<file path="src/pkg/flash_protect_pkg.sv">
// Constants for the flash sector protection block: register map,
// field positions, reset values, range bounds and command codes.
// Assumes a 16-bit flash address space and an 8-bit register file.
package flash_protect_pkg;

   // Register byte addresses on the AXI4-Lite bus
   localparam logic [7:0] ADDR_PROTECT = 8'h04;
   localparam logic [7:0] ADDR_STATUS = 8'h08;
   localparam logic [7:0] ADDR_MASK = 8'h0C;

   // Fields of sector_protect_register
   localparam int POL_BIT = 7;
   localparam int SPARE_BIT = 6;
   localparam int HDIS_BIT = 5;
   localparam int HSIZE_HI = 4;
   localparam int HSIZE_LO = 3;
   localparam int LDIS_BIT = 2;
   localparam int LSIZE_HI = 1;
   localparam int LSIZE_LO = 0;

   // Fields of flash_status_register and of the mask register
   localparam int STAT_VIOL_BIT = 5;
   localparam int STAT_LAUNCH_BIT = 0;
   localparam logic [7:0] STAT_IMPL = 8'h21;

   // Values after reset
   localparam logic [7:0] PROTECT_RST = 8'hFF;
   localparam logic [7:0] STATUS_RST = 8'h00;
   localparam logic [7:0] MASK_RST = 8'h00;

   // Flash location of the protection byte restored at reset
   localparam logic [15:0] PROTECT_NVM_ADDR = 16'hFF0D;

   // Range bounds: high ranges end at the top, low ranges start at base
   localparam logic [15:0] HIGH_BASE_2K = 16'hF800;
   localparam logic [15:0] HIGH_BASE_4K = 16'hF000;
   localparam logic [15:0] HIGH_BASE_8K = 16'hE000;
   localparam logic [15:0] HIGH_BASE_16K = 16'hC000;
   localparam logic [15:0] LOW_BASE = 16'h4000;
   localparam logic [15:0] LOW_END_1K = 16'h43FF;
   localparam logic [15:0] LOW_END_2K = 16'h47FF;
   localparam logic [15:0] LOW_END_4K = 16'h4FFF;
   localparam logic [15:0] LOW_END_8K = 16'h5FFF;

   // Flash commands seen by the protection check
   localparam logic [1:0] OP_PROGRAM = 2'h0;
   localparam logic [1:0] OP_SECTOR_ERASE = 2'h1;
   localparam logic [1:0] OP_MASS_ERASE = 2'h2;

   // AXI responses
   localparam logic [1:0] RESP_OKAY = 2'h0;
   localparam logic [1:0] RESP_SLVERR = 2'h2;

   // Controller states
   typedef enum logic [1:0]
   {
      ST_LOAD = 2'b01,
      ST_READY = 2'b10
   } prot_state_t;

endpackage : flash_protect_pkg

</file>
<file path="src/rtl/flash_sector_protection.sv">
// Flash sector protection: protection register, write restrictions,
// reset-time load, range check on program/erase and violation flag.
// Assumes the flash array presents the byte at the protection address
// on nvm_protect_byte and the command controller runs on aclk.
//
// Summary of operation
// - Protection register readable in every mode
// - Polarity bit only clears, never sets
// - Low size writable only while low disabled
// - High size writable only while high disabled
// - Reset loads register from flash byte FF0D
// - Protected program or erase refused, flags violation
// - Mass erase needs polarity and both disables
// - Polarity one: cleared disable protects range
// - Polarity zero: cleared disable opens window
// - High size selects 2K to 16K top
// - Low size selects 1K to 8K from 4000
// - Bit layout of the protection register
// - Software may change protection at run time
// - Disallowed scenario write ignored; only add protection
// - Violation flag blocks commands; write one clears
`timescale 1ns/1ps

module flash_sector_protection
   import flash_protect_pkg::*;
(
   input wire logic aclk,
   input wire logic aresetn,
   input wire logic [7:0] awaddr,
   input wire logic [2:0] awprot,
   input wire logic awvalid,
   output logic awready,
   input wire logic [31:0] wdata,
   input wire logic [3:0] wstrb,
   input wire logic wvalid,
   output logic wready,
   output logic [1:0] bresp,
   output logic bvalid,
   input wire logic bready,
   input wire logic [7:0] araddr,
   input wire logic [2:0] arprot,
   input wire logic arvalid,
   output logic arready,
   output logic [31:0] rdata,
   output logic [1:0] rresp,
   output logic rvalid,
   input wire logic rready,
   input wire logic [7:0] nvm_protect_byte,
   input wire logic cmd_valid,
   input wire logic [1:0] cmd_op,
   input wire logic [15:0] cmd_addr,
   output logic cmd_launch,
   output logic cmd_refuse,
   output logic protection_violation_flag,
   output logic irq
);

   prot_state_t state_r;
   logic [7:0] sector_protect_register;
   logic [7:0] status_r;
   logic [7:0] mask_r;
   logic [7:0] awaddr_r;
   logic [7:0] wdata_r;
   logic wstrb0_r;
   logic aw_held_r;
   logic w_held_r;
   logic aw_held_nxt;
   logic w_held_nxt;
   logic aw_hs;
   logic w_hs;
   logic wr_do;
   logic ar_hs;
   logic prot_we;
   logic status_w1c;
   logic mask_we;
   logic [7:0] prot_nxt;
   logic [7:0] read_val;
   logic cmd_bad;
   logic cmd_ok;
   logic set_viol;

   // True when addr falls in the high range chosen by size
   function automatic logic in_high(input logic [15:0] addr,
                                    input logic [1:0] size);
      logic [15:0] base;
      case (size)
         2'h0: base = HIGH_BASE_2K;
         2'h1: base = HIGH_BASE_4K;
         2'h2: base = HIGH_BASE_8K;
         default: base = HIGH_BASE_16K;
      endcase
      return addr >= base;
   endfunction : in_high

   // True when addr falls in the low range chosen by size
   function automatic logic in_low(input logic [15:0] addr,
                                   input logic [1:0] size);
      logic [15:0] last;
      case (size)
         2'h0: last = LOW_END_1K;
         2'h1: last = LOW_END_2K;
         2'h2: last = LOW_END_4K;
         default: last = LOW_END_8K;
      endcase
      return (addr >= LOW_BASE) && (addr <= last);
   endfunction : in_low

   // Protection of one address under a given register setting
   function automatic logic is_protected(input logic [15:0] addr,
                                         input logic [7:0] cfg);
      logic hit;
      hit = (!cfg[HDIS_BIT] && in_high(addr, cfg[HSIZE_HI:HSIZE_LO]))
         || (!cfg[LDIS_BIT] && in_low(addr, cfg[LSIZE_HI:LSIZE_LO]));
      // Polarity one: hit ranges protected
      // Polarity zero: hit ranges are windows, rest protected
      return cfg[POL_BIT] ? hit : !hit;
   endfunction : is_protected

   // One range may leave protection only if it was already open
   function automatic logic range_ok(input logic old_pol,
                                     input logic old_dis,
                                     input logic new_pol,
                                     input logic new_dis);
      logic ok;
      if (new_pol)
         ok = new_dis ? old_dis : 1'b1;
      else if (new_dis)
         ok = 1'b1;
      else
         ok = old_pol ? old_dis : !old_dis;
      return ok;
   endfunction : range_ok

   // Write channel handshakes; address and data taken in either order
   assign aw_hs = awvalid && awready;
   assign w_hs = wvalid && wready;
   assign wr_do = aw_held_r && w_held_r && !bvalid;
   assign ar_hs = arvalid && arready;

   // Holding flags for the write channels
   always_comb
   begin
      aw_held_nxt = aw_held_r;
      w_held_nxt = w_held_r;
      if (wr_do)
      begin
         aw_held_nxt = 1'b0;
         w_held_nxt = 1'b0;
      end
      if (aw_hs)
         aw_held_nxt = 1'b1;
      if (w_hs)
         w_held_nxt = 1'b1;
   end

   // Write address capture and ready
   always_ff @(posedge aclk)
   begin
      if (!aresetn)
      begin
         aw_held_r <= 1'b0;
         awready <= 1'b0;
         awaddr_r <= 8'h00;
      end
      else
      begin
         aw_held_r <= aw_held_nxt;
         awready <= !aw_held_nxt;
         if (aw_hs)
            awaddr_r <= awaddr;
      end
   end

   // Write data capture and ready; only byte lane 0 is implemented
   always_ff @(posedge aclk)
   begin
      if (!aresetn)
      begin
         w_held_r <= 1'b0;
         wready <= 1'b0;
         wdata_r <= 8'h00;
         wstrb0_r <= 1'b0;
      end
      else
      begin
         w_held_r <= w_held_nxt;
         wready <= !w_held_nxt;
         if (w_hs)
         begin
            wdata_r <= wdata[7:0];
            wstrb0_r <= wstrb[0];
         end
      end
   end

   // Write response, one cycle after both halves are held
   always_ff @(posedge aclk)
   begin
      if (!aresetn)
      begin
         bvalid <= 1'b0;
         bresp <= RESP_OKAY;
      end
      else if (wr_do)
      begin
         bvalid <= 1'b1;
         if (awaddr_r == ADDR_PROTECT || awaddr_r == ADDR_STATUS
             || awaddr_r == ADDR_MASK)
            bresp <= RESP_OKAY;
         else
            bresp <= RESP_SLVERR;
      end
      else if (bready)
         bvalid <= 1'b0;
   end

   // Register write strobes
   always_comb
   begin
      prot_we = 1'b0;
      status_w1c = 1'b0;
      mask_we = 1'b0;
      if (!wr_do || !wstrb0_r)
      begin
         prot_we = 1'b0;
      end
      else if (awaddr_r == ADDR_PROTECT)
         prot_we = 1'b1;
      else if (awaddr_r == ADDR_STATUS)
         status_w1c = 1'b1;
      else if (awaddr_r == ADDR_MASK)
         mask_we = 1'b1;
   end

   // Candidate protection value under the per-field write limits
   always_comb
   begin
      prot_nxt = wdata_r;
      // Polarity can only fall
      prot_nxt[POL_BIT] = sector_protect_register[POL_BIT]
                          && wdata_r[POL_BIT];
      // Size fields frozen once their disable bit is clear
      if (!sector_protect_register[HDIS_BIT])
         prot_nxt[HSIZE_HI:HSIZE_LO] =
            sector_protect_register[HSIZE_HI:HSIZE_LO];
      if (!sector_protect_register[LDIS_BIT])
         prot_nxt[LSIZE_HI:LSIZE_LO] =
            sector_protect_register[LSIZE_HI:LSIZE_LO];
   end

   // Controller state: one load cycle after reset, then ready
   always_ff @(posedge aclk)
   begin
      if (!aresetn)
         state_r <= ST_LOAD;
      else
      begin
         case (state_r)
            ST_LOAD: state_r <= ST_READY;
            ST_READY: state_r <= ST_READY;
            default: state_r <= ST_LOAD;
         endcase
      end
   end

   // Protection register: flash byte at load, guarded writes after
   always_ff @(posedge aclk)
   begin
      if (!aresetn)
         sector_protect_register <= PROTECT_RST;
      else if (state_r == ST_LOAD)
         sector_protect_register <= nvm_protect_byte;
      else if (prot_we
               && range_ok(sector_protect_register[POL_BIT],
                           sector_protect_register[HDIS_BIT],
                           prot_nxt[POL_BIT], prot_nxt[HDIS_BIT])
               && range_ok(sector_protect_register[POL_BIT],
                           sector_protect_register[LDIS_BIT],
                           prot_nxt[POL_BIT], prot_nxt[LDIS_BIT]))
         sector_protect_register <= prot_nxt;
   end

   // Command check: a raised violation flag blocks everything
   always_comb
   begin
      cmd_bad = 1'b0;
      if (cmd_op == OP_MASS_ERASE)
         cmd_bad = !(sector_protect_register[POL_BIT]
                     && sector_protect_register[HDIS_BIT]
                     && sector_protect_register[LDIS_BIT]);
      else if (cmd_op == OP_PROGRAM || cmd_op == OP_SECTOR_ERASE)
         cmd_bad = is_protected(cmd_addr, sector_protect_register);
   end

   assign set_viol = cmd_valid && state_r == ST_READY
                     && !status_r[STAT_VIOL_BIT] && cmd_bad;
   assign cmd_ok = cmd_valid && state_r == ST_READY
                   && !status_r[STAT_VIOL_BIT] && !cmd_bad;

   // Launch and refuse pulses toward the command controller
   always_ff @(posedge aclk)
   begin
      if (!aresetn)
      begin
         cmd_launch <= 1'b0;
         cmd_refuse <= 1'b0;
      end
      else
      begin
         cmd_launch <= cmd_ok;
         cmd_refuse <= cmd_valid && !cmd_ok;
      end
   end

   // Sticky status bits; a same-cycle event beats the clear
   always_ff @(posedge aclk)
   begin
      if (!aresetn)
         status_r <= STATUS_RST;
      else
      begin
         status_r <= (status_r & ~({8{status_w1c}} & wdata_r))
                     & STAT_IMPL;
         if (set_viol)
            status_r[STAT_VIOL_BIT] <= 1'b1;
         if (cmd_ok)
            status_r[STAT_LAUNCH_BIT] <= 1'b1;
      end
   end

   // Interrupt mask, same layout as the status register
   always_ff @(posedge aclk)
   begin
      if (!aresetn)
         mask_r <= MASK_RST;
      else if (mask_we)
         mask_r <= wdata_r & STAT_IMPL;
   end

   // Registered copies of flag and interrupt; lag status by one cycle
   always_ff @(posedge aclk)
   begin
      if (!aresetn)
      begin
         protection_violation_flag <= 1'b0;
         irq <= 1'b0;
      end
      else
      begin
         protection_violation_flag <= status_r[STAT_VIOL_BIT];
         irq <= |(status_r & mask_r);
      end
   end

   // Read decode; register readable whatever the operating mode
   always_comb
   begin
      read_val = 8'h00;
      if (araddr == ADDR_PROTECT)
         read_val = sector_protect_register;
      else if (araddr == ADDR_STATUS)
         read_val = status_r;
      else if (araddr == ADDR_MASK)
         read_val = mask_r;
   end

   // Read channel: one read at a time, answered next cycle
   always_ff @(posedge aclk)
   begin
      if (!aresetn)
      begin
         arready <= 1'b0;
         rvalid <= 1'b0;
         rdata <= 32'h0000_0000;
         rresp <= RESP_OKAY;
      end
      else if (ar_hs)
      begin
         arready <= 1'b0;
         rvalid <= 1'b1;
         rdata <= {24'h00_0000, read_val};
         if (araddr == ADDR_PROTECT || araddr == ADDR_STATUS
             || araddr == ADDR_MASK)
            rresp <= RESP_OKAY;
         else
            rresp <= RESP_SLVERR;
      end
      else if (rvalid)
      begin
         if (rready)
         begin
            rvalid <= 1'b0;
            arready <= 1'b1;
         end
      end
      else
         arready <= 1'b1;
   end

endmodule : flash_sector_protection

</file>
<file path="config.mk">
export PLATFORM = sky130hd
export DESIGN_NAME = flash_sector_protection
export DESIGN_NICKNAME = d
export VERILOG_FILES = /design/src/pkg/flash_protect_pkg.sv /design/src/rtl/flash_sector_protection.sv
export SDC_FILE = /design/constraint.sdc
export NUM_CORES = 1
export LEC_CHECK = 0
export ABC_AREA = 1
export BUFFER_PORTS_ARGS = -buffer_cell sky130_fd_sc_hd__buf_2
export CAP_MARGIN = 30
export CORE_MARGIN = 2
export CORE_UTILIZATION = 40
export DETAILED_ROUTE_END_ITERATION = 7
export PLACE_DENSITY = 0.84
export RECOVER_POWER = 25
export SKIP_LAST_GASP = 1
export SYNTH_ARGS = -nofsm -noshare
export SYNTH_HDL_FRONTEND = slang
export SYNTH_SLANG_ARGS = --single-unit
</file>
<file path="constraint.sdc">
create_clock -name aclk -period 1.75 [get_ports aclk]
set_clock_uncertainty 0.05 [all_clocks]
set_input_delay 0.4375 -clock aclk [delete_from_list [all_inputs] [get_ports aclk]]
set_output_delay 0.4375 -clock aclk [all_outputs]
set_load 0.02 [all_outputs]
</file>
==> metrics.csv <==
stage;metric;value;unit
clocking;cts_buffer_depth;2;
logic_synthesis;synth-xor-area-share;0;%
job;max_cap_viol_count;0;
clocking;h-tree-depth;2;
critical_path;path_max_fanout;5;
floorplan;num_rows;29;
clocking;cts_sinks;52;
logic_synthesis;synth-simple-area-share;29.5;%
logic_synthesis;synth_compound_area_share;13.1;%
critical_path;end_kind;flip-flop;
critical_path;r2r_cells;17;
clocking;path_clk_slew;0.09;ns
timing;worst_slack;-0.0243;ns
timing;tightestPinTransition;0.522;ns
global_routing;antenna_found_initial;0;
critical_path;critPathLaunch;sector_protect_register[4];
placement;io_buffer_count;77;
critical_path;crit_type;flip-flop to flip-flop;
logic_synthesis;ys_warn_count;0;
placement;place_hpwl;4.73;mm
critical_path;critPathCapture;status_r[0];
critical_path;rr_endpoint;status_r[0];
floorplan;die_area;7370;µm²
logic_synthesis;synth_top_family_by_area;simple AND/OR/NAND/NOR gates;
routing;drtIter0Drc;99;
logic_synthesis;syn_avg_cell_area;7.20;µm²
critical_path;regToRegStartpoint;sector_protect_register[4];
routing;num_vias;2535;
worst_hold_path;min_path_type;primary input to flip-flop;
logic_synthesis;synthCells;372;
routing;antenna_left;0;
global_routing;grt_use_total;16.2;%
clocking;numCtsBuffers;5;
global_routing;overflow;0;
global_routing;grt_pass1_vias;2278;
logic_synthesis;syn_area;2680;µm²
critical_path;worstSetupStartpointType;flip-flop;
logic_synthesis;ys_ff_latch;52;
routing;viasPerCell;4.70;
final_layout;layout.cells.non_filler;539;
final_layout;drive_above_1_share;27.9;%
placement;dp_cells;529;
final_layout;diodes;0;
final_layout;final_cell_mix;buf_2 (77), nand2_1 (68), nor2_1 (57);
placement;place_area;3120;µm²
clocking;clock_latency;0.30;ns
timing;min_period;1.77;ns
routing;drc;11;
logic_synthesis;yosys-mux-area-fraction;0;%
logic_synthesis;synthArstFlopShare;0;%
routing;dr.pass1.iters;8;
timing;slew_headroom;65.2;%
timing;fin_crit_sh;101;%
logic_synthesis;synth_edf_count;0;
floorplan;initial_core_util;41.7;%
final_layout;final_area;3290;µm²
power;power_density;1060;nW/µm²
timing;max_freq;0.564;GHz
clocking;cts_root_buf;clkbuf_8;
logic_synthesis;synth.distinct_cells;37;
floorplan;core_area;6420;µm²
logic_synthesis;synthFlopType;dfxtp_1;
routing;postRouteWirelength;5.94;mm
critical_path;cp_data_required_time;1.95;ns
routing;wl_per_cell;11.0;µm
floorplan;die_y;85.9;µm
global_routing;grt_pass1_wl;9.68;mm
critical_path;reg2reg_slack;-0.02;ns
clocking;cts_tree;yes;
placement;pre_cts_slack;-0.160;ns
final_layout;syn_to_final_growth;22.8;%
floorplan;die_w;85.9;µm
critical_path;arrival;1.98;ns
timing;slew_viol_final;0;
timing;holdWs;0.313;ns
timing;final-hold-violation-count;0;
placement;gp_congestion;0.857;
timing;setup_viol;1;
final_layout;final_common_cell;buf_2;
global_routing;grt_max_degree;30;
run_status;outcome;complete, but fails checks;
logic_synthesis;synthAdderAreaFrac;4.20;%
power;leakagePower;0.00163;µW
logic_synthesis;ys_seq_area_share;38.8;%
run_status;violations;DRC, setup timing;
timing;rsz0062_at_grt;true;
power;max-vdd-ir-drop;0.546;mV
power;finalPower;3480;µW
final_layout;nets;562;
floorplan;num_io_pins;137;
[per-layer routing]
layer | up-vias | part of all wire (%) | global-route usage [%]
met5 | - | 0 | 0
met4 | 0 | 1.5 | 4.76
met3 | 10 | 6.9 | 4.14
met2 | 86 | 46 | 27.4
met1 | 1112 | 45 | 20.4
li1 | 1327 | - | -
[cell families after synthesis]
group / Yosys count
other: 1
adder cells (fa/ha/maj): 9
AO/OA/AOI/OAI: 58
flip-flops: 52
AND/OR/NAND/NOR: 177
buffers and inverters: 75
[cell usage after synthesis, types with 2 or more instances]
master    instances  area, µm²
a211oi_1          2       15.0
a21oi_1          16       80.1
buf_2             2       10.0
buf_4            26        195
clkbuf_1          6       22.5
dfxtp_1          52       1040
ha_1              9        113
inv_1            37        139
inv_2             3       11.3
nand2_1          72        270
nand3_1          24        120
nand3b_1          2       15.0
nand4_1           2       12.5
nor2_1           59        221
nor2_2            3       18.8
nor3_1            3       15.0
nor4_1            3       18.8
o211ai_1          2       15.0
o211ai_2          3       37.5
o21ai_0          24        120
o31ai_1           5       37.5
or2_4             2       17.5
[per-stage QoR]
stage | setup TNS (ns) | util (%)
3_3_place_gp | -0.319 | 48.5
6_report | -0.0243 | 51.2
4_1_cts | 0 | 50.7
2_1_floorplan | 0 | -
3_5_place_dp | -0.551 | 48.5
5_1_grt | -0.553 | 51.2
[worst min-delay path by stage]
stage | start | to | slack [ns] | depth (start not counted)
CTS | nvm_protect_byte[4] | sector_protect_register[4] | 0.31 | 3
finish | nvm_protect_byte[4] | sector_protect_register[4] | 0.31 | 3
global placement | rresp[1] | rresp[1] | 0.39 | 2
detailed placement | rdata[0] | rdata[0] | 0.39 | 2
floorplan | status_r[5] | protection_violation_flag | 0.39 | 2
global route | nvm_protect_byte[4] | sector_protect_register[4] | 0.31 | 3
[state kept, by name, summed over array words and instances (netlist names), 2 cells and up]
name,count
wdata_r,8
rdata,8
sector_protect_register,8
status_r,2
state_r,2
mask_r,2
awaddr_r,8
[cell type report]
cell class                      instances  area, µm²
Fill cell                             636       3130
Sequential cell                        52       1050
Inverter                               41        154
Timing Repair Buffer                   91        483
Clock buffer                            6       72.6
Clock inverter                          2       35.0
Tap cell                               77       96.3
Multi-Input combinational cell        270       1400
[power by group]
group	switching, µW	total, µW	internal, µW	leakage (µW)
combinational	711	1190	476	0.00114
sequential	135	1490	1350	0.000427
clock	379	804	425	0.0000552
total	1230	3480	2250	0.00163
[critical path, stage by stage (launching register included)]
cell and delay [ns]:
dfxtp_4 0.38, nand2_2 0.07, inv_2 0.04, ha_4 0.26, nand2_2 0.05, inv_2 0.05, nand2_2 0.05, nor2_2 0.09
nand2_1 0.05, nand2_1 0.08, nand2_1 0.07, nand2_1 0.07, nand2_1 0.05, nand2_1 0.07, nand2_1 0.06, nand2_2 0.09
nand3_2 0.09, nand2_1 0.08
[what timing repair did]
item,CTS,global route
pin swaps,0,12
hold buffers,0,0
setup endpoints to repair,4,4
resized for setup,6,14
setup buffers,2,0
No activity file was read; power rests on OpenSTA's default activity.
